### src/include/omc_pkg.sv
// package: register map, field layout, reset values and mode codes
package omc_pkg;

    ////////////////////////////////////////////////////////////////////
    // register indices; the byte address is four times the index
    localparam logic [5:0] IDX_CTRL_ONE = 6'h38;
    localparam logic [5:0] IDX_CTRL_TWO = 6'h39;

    ////////////////////////////////////////////////////////////////////
    // system_control_one field positions
    localparam int B1_STOP   = 7;
    localparam int B1_REL_LEVEL = 6;
    localparam int B1_POST_SLOW = 5;
    localparam int B1_PORT_HOLD = 4;
    localparam int B1_WARM_HI   = 3;
    localparam int B1_WARM_LO   = 2;

    // system_control_two field positions
    localparam int B2_FAST_EN   = 7;
    localparam int B2_SLOW_EN   = 6;
    localparam int B2_CLK_SEL   = 5;
    localparam int B2_IDLE      = 4;
    localparam int B2_GATE_HALT = 2;

    ////////////////////////////////////////////////////////////////////
    // reset values of the stored fields
    localparam logic [7:0] RST_CTRL_ONE = 8'h00;
    localparam logic [7:0] RST_CTRL_TWO = 8'h80;

    ////////////////////////////////////////////////////////////////////
    // warm-up lengths, return to fast clock, in fast-clock periods
    localparam int unsigned WARM_FAST_00 = 3 * (2 ** 16);
    localparam int unsigned WARM_FAST_01 = 2 ** 16;
    localparam int unsigned WARM_FAST_10 = 3 * (2 ** 14);
    localparam int unsigned WARM_FAST_11 = 2 ** 14;
    // warm-up lengths, return to slow clock, in slow-clock periods
    localparam int unsigned WARM_SLOW_00 = 3 * (2 ** 13);
    localparam int unsigned WARM_SLOW_01 = 2 ** 13;
    localparam int unsigned WARM_SLOW_10 = 3 * (2 ** 6);
    localparam int unsigned WARM_SLOW_11 = 2 ** 6;

    localparam int CNT_W = 18;

    ////////////////////////////////////////////////////////////////////
    // operating states, one-hot
    typedef enum logic [4:0] {
        ST_RUN     = 5'h01,
        ST_HALT    = 5'h02,
        ST_GATE    = 5'h04,
        ST_STOP    = 5'h08,
        ST_WARM    = 5'h10
    } omc_state_t;

endpackage

### src/verilog/omc_top.sv
// operating mode controller: stop, warm-up, idle/sleep and clock control
`timescale 1ns/1ps

// How it works
// - writing one to stop bit halts oscillators, core and peripherals
// - release select: zero wakes on pin edge, one on pin or key level
// - post-stop select: zero resumes fast normal, one resumes slow, fast off
// - while stopped, hold bit zero floats port outputs, one keeps driving
// - two-bit field picks warm-up length from fast or slow table
// - reset pin ends stop with normal reset into single-clock fast mode
// - unused bits of both registers read back undefined, here zero
// - stop with hold bit zero forces port inputs to zero
// - shared stop pin floats during stop regardless of hold bit
// - oscillator enables stop or run each oscillator; fast one resets set
// - clock select writes choose core clock; reads report clock in use
// - core halt bit stops cpu and watchdog, peripherals keep running
// - clock-gate halt bit stops peripheral clocks except time base
// - reset when both enables cleared or selected clock's enable cleared
// - hardware clears core halt bit on release
// - hardware clears clock-gate halt bit on release, possibly early
// - stop entry clears prescaler and divider, state otherwise kept
// - program counter holds address two past stop instruction while stopped
// - level release ends stop while pin high or key active, even at once
// - edge release ends stop on pin rising edge, entered even if high
// - after warm-up with everything held, execution resumes
module omc_top #(
    parameter int unsigned WARM_FAST_00 = omc_pkg::WARM_FAST_00,
    parameter int unsigned WARM_FAST_01 = omc_pkg::WARM_FAST_01,
    parameter int unsigned WARM_FAST_10 = omc_pkg::WARM_FAST_10,
    parameter int unsigned WARM_FAST_11 = omc_pkg::WARM_FAST_11,
    parameter int unsigned WARM_SLOW_00 = omc_pkg::WARM_SLOW_00,
    parameter int unsigned WARM_SLOW_01 = omc_pkg::WARM_SLOW_01
) (
    input  wire logic        clk_i,
    input  wire logic        rst_i,
    input  wire logic        cyc_i,
    input  wire logic        stb_i,
    input  wire logic        we_i,
    input  wire logic [7:0]  adr_i,
    input  wire logic [3:0]  sel_i,
    input  wire logic [31:0] dat_i,
    output logic      [31:0] dat_o,
    output logic             ack_o,
    input  wire logic        stop_pin_n_i,
    input  wire logic [3:0]  key_wake_i,
    input  wire logic [3:0]  key_wake_en_i,
    input  wire logic        slow_tick_i,
    input  wire logic        wake_event_i,
    input  wire logic        time_base_edge_i,
    output logic             fast_osc_en_o,
    output logic             slow_osc_en_o,
    output logic             sys_clk_sel_o,
    output logic             core_halt_o,
    output logic             periph_gate_o,
    output logic             stop_active_o,
    output logic             warmup_active_o,
    output logic             port_hiz_o,
    output logic             port_in_zero_o,
    output logic             stop_pin_hiz_o,
    output logic             pc_hold_o,
    output logic             tg_clear_o,
    output logic             reset_req_o
);

    ////////////////////////////////////////////////////////////////////
    // whole module state
    typedef struct packed {
        omc_pkg::omc_state_t           st;
        logic                          ack;
        logic [31:0]                   dat;
        logic                          stop;
        logic                          rel_level;
        logic                          post_slow;
        logic                          port_hold;
        logic [1:0]                    warm_sel;
        logic                          fast_en;
        logic                          slow_en;
        logic                          clk_sel;
        logic                          clk_used;
        logic                          idle;
        logic                          gate_halt;
        logic                          pin_q;
        logic [omc_pkg::CNT_W-1:0]     cnt;
        logic                          o_fast;
        logic                          o_slow;
        logic                          o_core;
        logic                          o_gate;
        logic                          o_hiz;
        logic                          o_pin_hiz;
        logic                          o_hold;
        logic                          o_stop;
        logic                          o_warm;
        logic                          tg_clear;
        logic                          reset_req;
    } omc_regs_t;

    omc_regs_t s;
    omc_regs_t next_s;

    logic req;
    logic wr_one;
    logic wr_two;
    logic wake_lvl;
    logic wake_edge;
    logic tick;

    ////////////////////////////////////////////////////////////////////
    // warm-up length lookup from mode and field
    function automatic logic [omc_pkg::CNT_W-1:0] warm_len(
        input logic       slow,
        input logic [1:0] code
    );
        int unsigned v;
        v = 0;
        case ({slow, code})
            3'h0:    v = WARM_FAST_00;
            3'h1:    v = WARM_FAST_01;
            3'h2:    v = WARM_FAST_10;
            3'h3:    v = WARM_FAST_11;
            3'h4:    v = WARM_SLOW_00;
            3'h5:    v = WARM_SLOW_01;
            3'h6:    v = omc_pkg::WARM_SLOW_10;
            default: v = omc_pkg::WARM_SLOW_11;
        endcase
        return omc_pkg::CNT_W'(v);
    endfunction

    ////////////////////////////////////////////////////////////////////
    // bus decode and wake conditions
    assign req       = cyc_i & stb_i & ~s.ack;
    assign wr_one    = req & we_i & sel_i[0]
                     & (adr_i[7:2] == omc_pkg::IDX_CTRL_ONE);
    assign wr_two    = req & we_i & sel_i[0]
                     & (adr_i[7:2] == omc_pkg::IDX_CTRL_TWO);
    assign wake_lvl  = stop_pin_n_i | (|(key_wake_i & key_wake_en_i));
    assign wake_edge = stop_pin_n_i & ~s.pin_q;
    assign tick      = s.post_slow ? slow_tick_i : 1'b1;

    ////////////////////////////////////////////////////////////////////
    // next-state logic
    always_comb begin
        next_s           = s;
        next_s.ack       = req;
        next_s.tg_clear  = 1'b0;
        next_s.reset_req = 1'b0;
        next_s.pin_q     = stop_pin_n_i;
        next_s.clk_used  = s.clk_sel;

        // register read; undefined bits as zero
        if (req) begin
            next_s.dat = 32'h0000_0000;
            if (adr_i[7:2] == omc_pkg::IDX_CTRL_ONE) begin
                next_s.dat[omc_pkg::B1_STOP]  = s.stop;
                next_s.dat[omc_pkg::B1_REL_LEVEL] = s.rel_level;
                next_s.dat[omc_pkg::B1_POST_SLOW] = s.post_slow;
                next_s.dat[omc_pkg::B1_PORT_HOLD] = s.port_hold;
                next_s.dat[omc_pkg::B1_WARM_HI:omc_pkg::B1_WARM_LO]
                    = s.warm_sel;
            end else if (adr_i[7:2] == omc_pkg::IDX_CTRL_TWO) begin
                next_s.dat[omc_pkg::B2_FAST_EN]   = s.fast_en;
                next_s.dat[omc_pkg::B2_SLOW_EN]   = s.slow_en;
                next_s.dat[omc_pkg::B2_CLK_SEL]   = s.clk_used;
                next_s.dat[omc_pkg::B2_IDLE]      = s.idle;
                next_s.dat[omc_pkg::B2_GATE_HALT] = s.gate_halt;
            end
        end

        // control writes only land while running
        if (wr_one && s.st == omc_pkg::ST_RUN) begin
            next_s.rel_level = dat_i[omc_pkg::B1_REL_LEVEL];
            next_s.post_slow = dat_i[omc_pkg::B1_POST_SLOW];
            next_s.port_hold = dat_i[omc_pkg::B1_PORT_HOLD];
            next_s.warm_sel  = dat_i[omc_pkg::B1_WARM_HI:omc_pkg::B1_WARM_LO];
            next_s.stop  = dat_i[omc_pkg::B1_STOP];
        end
        if (wr_two && s.st == omc_pkg::ST_RUN) begin
            next_s.fast_en   = dat_i[omc_pkg::B2_FAST_EN];
            next_s.slow_en   = dat_i[omc_pkg::B2_SLOW_EN];
            next_s.clk_sel   = dat_i[omc_pkg::B2_CLK_SEL];
            next_s.idle      = dat_i[omc_pkg::B2_IDLE];
            // core halt wins if both set
            next_s.gate_halt = dat_i[omc_pkg::B2_GATE_HALT]
                             & ~dat_i[omc_pkg::B2_IDLE];
            next_s.reset_req = (~next_s.fast_en & ~next_s.slow_en)
                             | (~next_s.fast_en & ~next_s.clk_sel)
                             | (~next_s.slow_en & next_s.clk_sel);
        end

        // mode sequencing
        case (s.st)
            omc_pkg::ST_RUN: begin
                if (s.stop) begin
                    next_s.tg_clear = 1'b1;
                    // level already true: warm up at once
                    if (s.rel_level && wake_lvl) begin
                        next_s.st  = omc_pkg::ST_WARM;
                        next_s.cnt = warm_len(s.post_slow, s.warm_sel);
                    end else begin
                        next_s.st = omc_pkg::ST_STOP;
                    end
                end else if (s.idle) begin
                    next_s.st = omc_pkg::ST_HALT;
                end else if (s.gate_halt) begin
                    next_s.st = omc_pkg::ST_GATE;
                end
            end
            omc_pkg::ST_STOP: begin
                if (s.rel_level ? wake_lvl : wake_edge) begin
                    next_s.st  = omc_pkg::ST_WARM;
                    next_s.cnt = warm_len(s.post_slow, s.warm_sel);
                end
            end
            omc_pkg::ST_WARM: begin
                if (tick) begin
                    if (s.cnt <= omc_pkg::CNT_W'(1)) begin
                        next_s.st   = omc_pkg::ST_RUN;
                        next_s.stop = 1'b0;
                        next_s.clk_sel = s.post_slow;
                        next_s.fast_en = ~s.post_slow;
                        next_s.slow_en = s.slow_en | s.post_slow;
                    end else begin
                        next_s.cnt = s.cnt - omc_pkg::CNT_W'(1);
                    end
                end
            end
            omc_pkg::ST_HALT: begin
                if (wake_event_i) begin
                    next_s.idle = 1'b0;
                    next_s.st   = omc_pkg::ST_RUN;
                end
            end
            omc_pkg::ST_GATE: begin
                if (time_base_edge_i) begin
                    next_s.gate_halt = 1'b0;
                    next_s.st     = omc_pkg::ST_RUN;
                end
            end
            default: begin
                next_s.st = omc_pkg::ST_RUN;
            end
        endcase

        // registered outputs from the next state
        case (next_s.st)
            omc_pkg::ST_STOP: begin
                next_s.o_fast = 1'b0;
                next_s.o_slow = 1'b0;
            end
            omc_pkg::ST_WARM: begin
                next_s.o_fast = ~next_s.post_slow;
                next_s.o_slow = next_s.post_slow | next_s.slow_en;
            end
            default: begin
                next_s.o_fast = next_s.fast_en;
                next_s.o_slow = next_s.slow_en;
            end
        endcase
        next_s.o_core = (next_s.st != omc_pkg::ST_RUN);
        next_s.o_gate = (next_s.st == omc_pkg::ST_GATE)
                      | (next_s.st == omc_pkg::ST_STOP)
                      | (next_s.st == omc_pkg::ST_WARM);
        // outputs float and inputs forced low unless held
        next_s.o_hiz  = ((next_s.st == omc_pkg::ST_STOP)
                      | (next_s.st == omc_pkg::ST_WARM)) & ~next_s.port_hold;
        next_s.o_pin_hiz = (next_s.st == omc_pkg::ST_STOP)
                         | (next_s.st == omc_pkg::ST_WARM);
        next_s.o_hold = next_s.o_core;
        // mode flags, registered so the outputs come from flops
        next_s.o_stop = (next_s.st == omc_pkg::ST_STOP);
        next_s.o_warm = (next_s.st == omc_pkg::ST_WARM);
    end

    ////////////////////////////////////////////////////////////////////
    // state register
    always_ff @(posedge clk_i) begin
        if (rst_i) begin
            // reset returns to single-clock fast run
            s          <= '0;
            s.st       <= omc_pkg::ST_RUN;
            s.stop     <= omc_pkg::RST_CTRL_ONE[omc_pkg::B1_STOP];
            s.fast_en  <= omc_pkg::RST_CTRL_TWO[omc_pkg::B2_FAST_EN];
            s.slow_en  <= omc_pkg::RST_CTRL_TWO[omc_pkg::B2_SLOW_EN];
            s.o_fast   <= omc_pkg::RST_CTRL_TWO[omc_pkg::B2_FAST_EN];
            s.pin_q    <= 1'b1;
        end else begin
            s <= next_s;
        end
    end

    ////////////////////////////////////////////////////////////////////
    // outputs
    assign dat_o           = s.dat;
    assign ack_o           = s.ack;
    assign fast_osc_en_o   = s.o_fast;
    assign slow_osc_en_o   = s.o_slow;
    assign sys_clk_sel_o   = s.clk_sel;
    assign core_halt_o     = s.o_core;
    assign periph_gate_o   = s.o_gate;
    assign stop_active_o   = s.o_stop;
    assign warmup_active_o = s.o_warm;
    assign port_hiz_o      = s.o_hiz;
    assign port_in_zero_o  = s.o_hiz;
    assign stop_pin_hiz_o  = s.o_pin_hiz;
    assign pc_hold_o       = s.o_hold;
    assign tg_clear_o      = s.tg_clear;
    assign reset_req_o     = s.reset_req;
endmodule

### config.mk
export PLATFORM = sky130hd
export DESIGN_NAME = omc_top
export DESIGN_NICKNAME = d
export VERILOG_FILES = /design/src/include/omc_pkg.sv /design/src/verilog/omc_top.sv
export SDC_FILE = /design/constraint.sdc
export NUM_CORES = 1
export LEC_CHECK = 0
export BUFFER_PORTS_ARGS = -buffer_cell sky130_fd_sc_hd__buf_2
export CAP_MARGIN = 20
export CORE_MARGIN = 5
export CORE_UTILIZATION = 48
export DETAILED_ROUTE_END_ITERATION = 7
export PLACE_DENSITY = 0.82
export SYNTH_ARGS = -nofsm -noshare
export SYNTH_HDL_FRONTEND = slang
export SYNTH_SLANG_ARGS = --single-unit
### constraint.sdc
create_clock -name clk_i -period 3.1 [get_ports clk_i]
set_clock_uncertainty 0.15 [all_clocks]
set_input_delay 0.31 -clock clk_i [delete_from_list [all_inputs] [get_ports clk_i]]
set_output_delay 0.31 -clock clk_i [all_outputs]
set_load 0.005 [all_outputs]
* After elaboration in Yosys (flattened, before gate mapping)
Cells that the tools add are included.
** Word-level totals
- Bits in registers :: 53
- Latch bits :: 0
- RAM bits :: 0
- Bits in read-only memories :: 0
- Bits of input ports :: 61
- Logic and storage cells :: 130
- Memories kept :: 0
** Operators by class
- Add/subtract/negate cells :: 1
- Multipliers :: 0
- Divide/modulo/power cells :: 0
- Order comparisons :: 1
- Equality and inequality tests :: 22
- Shifts and indexed selects :: 0
- Multiplexer cells :: 39
- Bitwise operators :: 32
- Reduce and logical (&&, ||, !) cells :: 9
** Operators with widths (number)
- $pmux W18 S7 :: 1
- $mux W18 :: 5
- $pmux W18 S3 :: 1
- $mux W5 :: 9
- $pmux W5 S5 :: 1
- $le A18 B1 Y1 const B :: 1
- $sub A18 B1 Y18 const B :: 1
- $mux W1 :: 13
- $and A1 B1 Y1 :: 12
- $eq A6 B6 Y1 const B :: 2
- $mux W3 :: 4
- $not A1 Y1 :: 11
- $eq A5 B3 Y1 const B :: 2
- $eq A5 B4 Y1 const B :: 2
- $eq A5 B5 Y1 const B :: 2
- $eq A3 B3 Y1 const B :: 3
- $mux W4 :: 2
- $ne A2 B2 Y1 const B :: 4
- $or A1 B1 Y1 :: 8
- $eq A3 B2 Y1 const B :: 2
- $mux W6 :: 1
- $reduce_and A6 Y1 :: 1
- $eq A5 B1 Y1 const B :: 1
- $eq A5 B2 Y1 const B :: 1
- 11 further kinds :: 14

* Depth between registers and ports, before layout
- Word-level depth :: 12
- Gate-level depth with buffers :: 9

* Worst setup path after synthesis
OpenSTA, ideal clock, no wires.
- Path kind :: reg2reg
- Start point :: register s[11] (netlist name)
- End point :: register s[23] (netlist name)
- Setup time :: 72 ps
- Data arrival time :: 1916 ps
- Required time :: 2878 ps
- Slack :: 962 ps
- Cell stages (with the launch flop) :: 9
- Period minus slack after synthesis :: 2138 ps
- Path through :: dfxtp_1 > inv_1 > ha_1 > nor2_1 > nor4b_4 > a31oi_4 > nand3_4 > or4_1 > a21oi_1
** On the way
- Longest elaborated chain between the ends :: 4
- Elaborated cells between the ends (all ways) :: 7
- Those cells by class :: 1 x add/sub; 1 x order compare; 1 x eq/ne; 3 x mux; 1 x reduce/logical
** Ends and longest elaborated chain
- from (decl) :: RTL line omc_top.sv:97 : omc_regs_t s;
- from (signal assigned) :: RTL line omc_top.sv:286 : s <= next_s;
- $sub A18 B1 Y18 :: RTL line omc_top.sv:222 : next_s.cnt = s.cnt - omc_pkg::CNT_W'(1);
- $mux W18 :: RTL line omc_top.sv:215 : if (s.cnt <= omc_pkg::CNT_W'(1)) begin
- $mux W18 :: RTL line omc_top.sv:214 : if (tick) begin
- $pmux W18 S3 :: RTL line omc_top.sv:190 : case (s.st)
Several ways; a longest one is shown, not always the timed one. The select of a mux whose other input is x is not followed.
A chain may end at the register's enable or synchronous reset.

* Final worst setup path
- Start point :: register s[75] (netlist name)
- End point :: register s[23] (netlist name)
** On the way
- Longest elaborated chain between the ends :: 3
- Elaborated cells between the ends (all ways) :: 11
- Those cells by class :: 8 x eq/ne; 1 x mux; 2 x reduce/logical
** Ends and longest elaborated chain (RTL line)
- $eq A5 B5 Y1, or another cell as far along :: omc_top.sv:190
- $ne A2 B2 Y1 (no source line), or another cell as far along
- $reduce_and A6 Y1 (no source line)
Several ways; a longest one is shown, not always the timed one.

==> out/qor.yml <==
status: "finished, final reports clean"
worstPathRequired_ns: 3.18
max-clock-path-buffers: 2
globalRoute.totalOverflow: 0
postCtsSetupBuffers: 0
cts_hold_repair.buffers: 0
worstSetupPathType: "reg -> reg"
drt-vias-per-instance: 5.607
synth_top_cell_by_area: "sky130_fd_sc_hd__dfxtp_1"
flow.area_growth_from_synthesis_pct: 7.487
multi_input_area_um2: 1664
drt.antenna.violating_nets: 0
rsz0062_at_grt: "false"
wl_met3_um: 505
first_global_vias: 2436
seq_total_area_yosys: 0.3527
synth_async_sr_flop_share: 0
synth.yosys.warnings: 0
cp_data_arrival_time_ns: 2.70
synth_enable_flop_cells: 0
gpl.final_weighted_congestion: 0.8585
synth_area_leaders: "sky130_fd_sc_hd__dfxtp_1, sky130_fd_sc_hd__buf_4, sky130_fd_sc_hd__nor2_1, sky130_fd_sc_hd__a21oi_1, sky130_fd_sc_hd__nor3_1"
met2RoutedLength_um: 3446
layout.nets: 445
total_cts_buffers: 5
grt_max_degree: 40
drcViolationCount: 0
core.rowCount: 28
synth.top_cells.by_count: "sky130_fd_sc_hd__dfxtp_1, sky130_fd_sc_hd__buf_4, sky130_fd_sc_hd__nor2_1"
route.detailed.wl_per_inst_um: 14.77
power_density_nw_per_um2: 559.0
drt-total-wl_um: 6763
finalHoldWorstSlack_ns: 0.06487
cts_resized: 0
synth-main-ff-cell: "sky130_fd_sc_hd__dfxtp_1"
critical_path_peak_fanout: 17
flip_flop_and_latch_count_after_synthesis: 53
post_synth_inst_count: 342
area_share_of_the_leading_cell_type_in_the_synthesized_netlist: 0.3527
post-layout-total-power_w: 0.001807
synth_cell_types: 60
registers.top_by_ff_count: "s"
final_min_period_over_clock_period: 0.8454
num_vias: 2568
clk-insertion-delay-late_ns: 0.31
worst_slew_margin_rel: 0.4657
die-width_um: 89.16
worstMarginPinSlew_ns: 0.8014
number_of_iterations_in_the_first_detailed_routing_pass: 4
irDropWorstVdd_mv: 0.3427
cts.htree.levels: 2
hp-class: "in -> reg"
detailedPlacementHpwl_um: 5113
coreArea_um2: 5991
maxcap_viol_count: 0
final_layout_size_suffix_gt1_frac: 0.2167
setup_slack_ns: 0.4794
cts.root.buffer_cell: "sky130_fd_sc_hd__clkbuf_8"
wire_length_of_the_first_global_routing_pass_um: 10960
final.setup.tns_ns: 0
area.sequential_um2: 1061
cellLeakagePower_nw: 1.349
die_area_um2: 7950
postSynthAreaPerCell_um2: 8.795
uppermost_metal_layer_occupied_by_signal_nets: "met4"
initial_antenna_violation_count: 0
detail_route.iter0.violations: 184
clock_transition_at_the_registers_of_the_reported_paths_ns: 0.10
fillCellCount: 561
boundaryPins: 107
leading_cell_type_by_number_of_instances_after_synthesis: "sky130_fd_sc_hd__dfxtp_1"
cp-end-kind: "flop"
final_core_utilization: 0.5397
setup_viol: 0
maxSlewViolCount: 0
clock_sinks: 53
die_h_um: 89.16
largest_register_ffs: 35
hold_viol_final: 0
groute.usage.overall: 0.1714
n_antenna_cell: 0
pre_cts_ws_ns: 0.5659
tritoncts: "built"
port_buffers: 49
wl_met1_um: 2760
fmax_mhz: 381.6
finalCriticalPeriod_ns: 2.621
timing.critical_path.from_type: "flop"
initial_utilization: 0.5021
netlist_area_um2: 3008
[cells by family (layout without fill, tap and decap cells)]
group	after synthesis	count (layout)	synth area share
AO/OA/AOI/OAI	78	78	0.1785
XOR/XNOR	5	5	0.01456
adder cells (fa/ha/maj)	2	2	0.008318
buffers and inverters	56	72	0.1252
flip-flops	53	53	0.3527
multiplexers	10	10	0.03369
other	1	26	0.001247
AND/OR/NAND/NOR	137	137	0.2858
[cell type report]
type	instances	share of cell area
clock buffers	5	0.02128
clock inverters	3	0.006579
inverters	9	0.01045
well taps	75	0.02902
multi-input cells	258	0.5147
flip-flops and latches	53	0.3282
repair buffers	55	0.08978
[worst max-delay path: stages (launching register included)]
cell and delay [ns]:
sky130_fd_sc_hd__dfxtp_1 0.46, sky130_fd_sc_hd__or3_1 0.33, sky130_fd_sc_hd__nor3_2 0.12, sky130_fd_sc_hd__a211oi_4 0.51, sky130_fd_sc_hd__nand3_4 0.28, sky130_fd_sc_hd__or4_1 0.52, sky130_fd_sc_hd__a21oi_1 0.17
[cell usage in the layout, fill, tap and decap left out, types with 10 or more instances in the layout]
master and instances:
sky130_fd_sc_hd__nand2_1 10, sky130_fd_sc_hd__nand4_1 11, sky130_fd_sc_hd__or3_1 11, sky130_fd_sc_hd__nor3_1 19, sky130_fd_sc_hd__conb_1 26, sky130_fd_sc_hd__nor2_1 31, sky130_fd_sc_hd__buf_2 49, sky130_fd_sc_hd__a21oi_1 23
sky130_fd_sc_hd__dfxtp_1 53
[power breakdown]
group	total (W)	switching (W)	internal [W]	leakage, nW
Clock	0.000396	0.000235	0.000161	0.0445
Sequential	0.000767	0.0000400	0.000727	0.429
Combinational	0.000644	0.000420	0.000224	0.875
[per-layer routing]
| metal | global-route usage | vias up |
|---|---|---|
| met1 | 0.2070 | 1211 |
| met5 | 0 | - |
| met3 | 0.03502 | 6 |
| met4 | 0.04060 | 0 |
| met2 | 0.3108 | 84 |
| li1 | - | 1267 |
[metrics by stage]
stage	cells	area, um^2
after detailed placement	450	3143
after CTS	458	3233
after floorplan	367	3102
after global routing	458	3233
after global placement	450	3143
final	458	3233
[worst paths after layout]
path	start	endpoint	slack, ns	cells after the start
worst max-delay path	s[75]$_SDFF_PP1_	s[23]$_SDFFE_PP0P_	0.48	6
worst min-delay path	stop_pin_n_i	s[29]$_SDFF_PP1_	0.06	2
worst max register to register	s[75]$_SDFF_PP1_	s[23]$_SDFFE_PP0P_	0.48	6
worst min register to register	dat_o[3]$_SDFFE_PP0P_	dat_o[3]$_SDFFE_PP0P_	0.31	2
(Power assumes the default switching activity.)
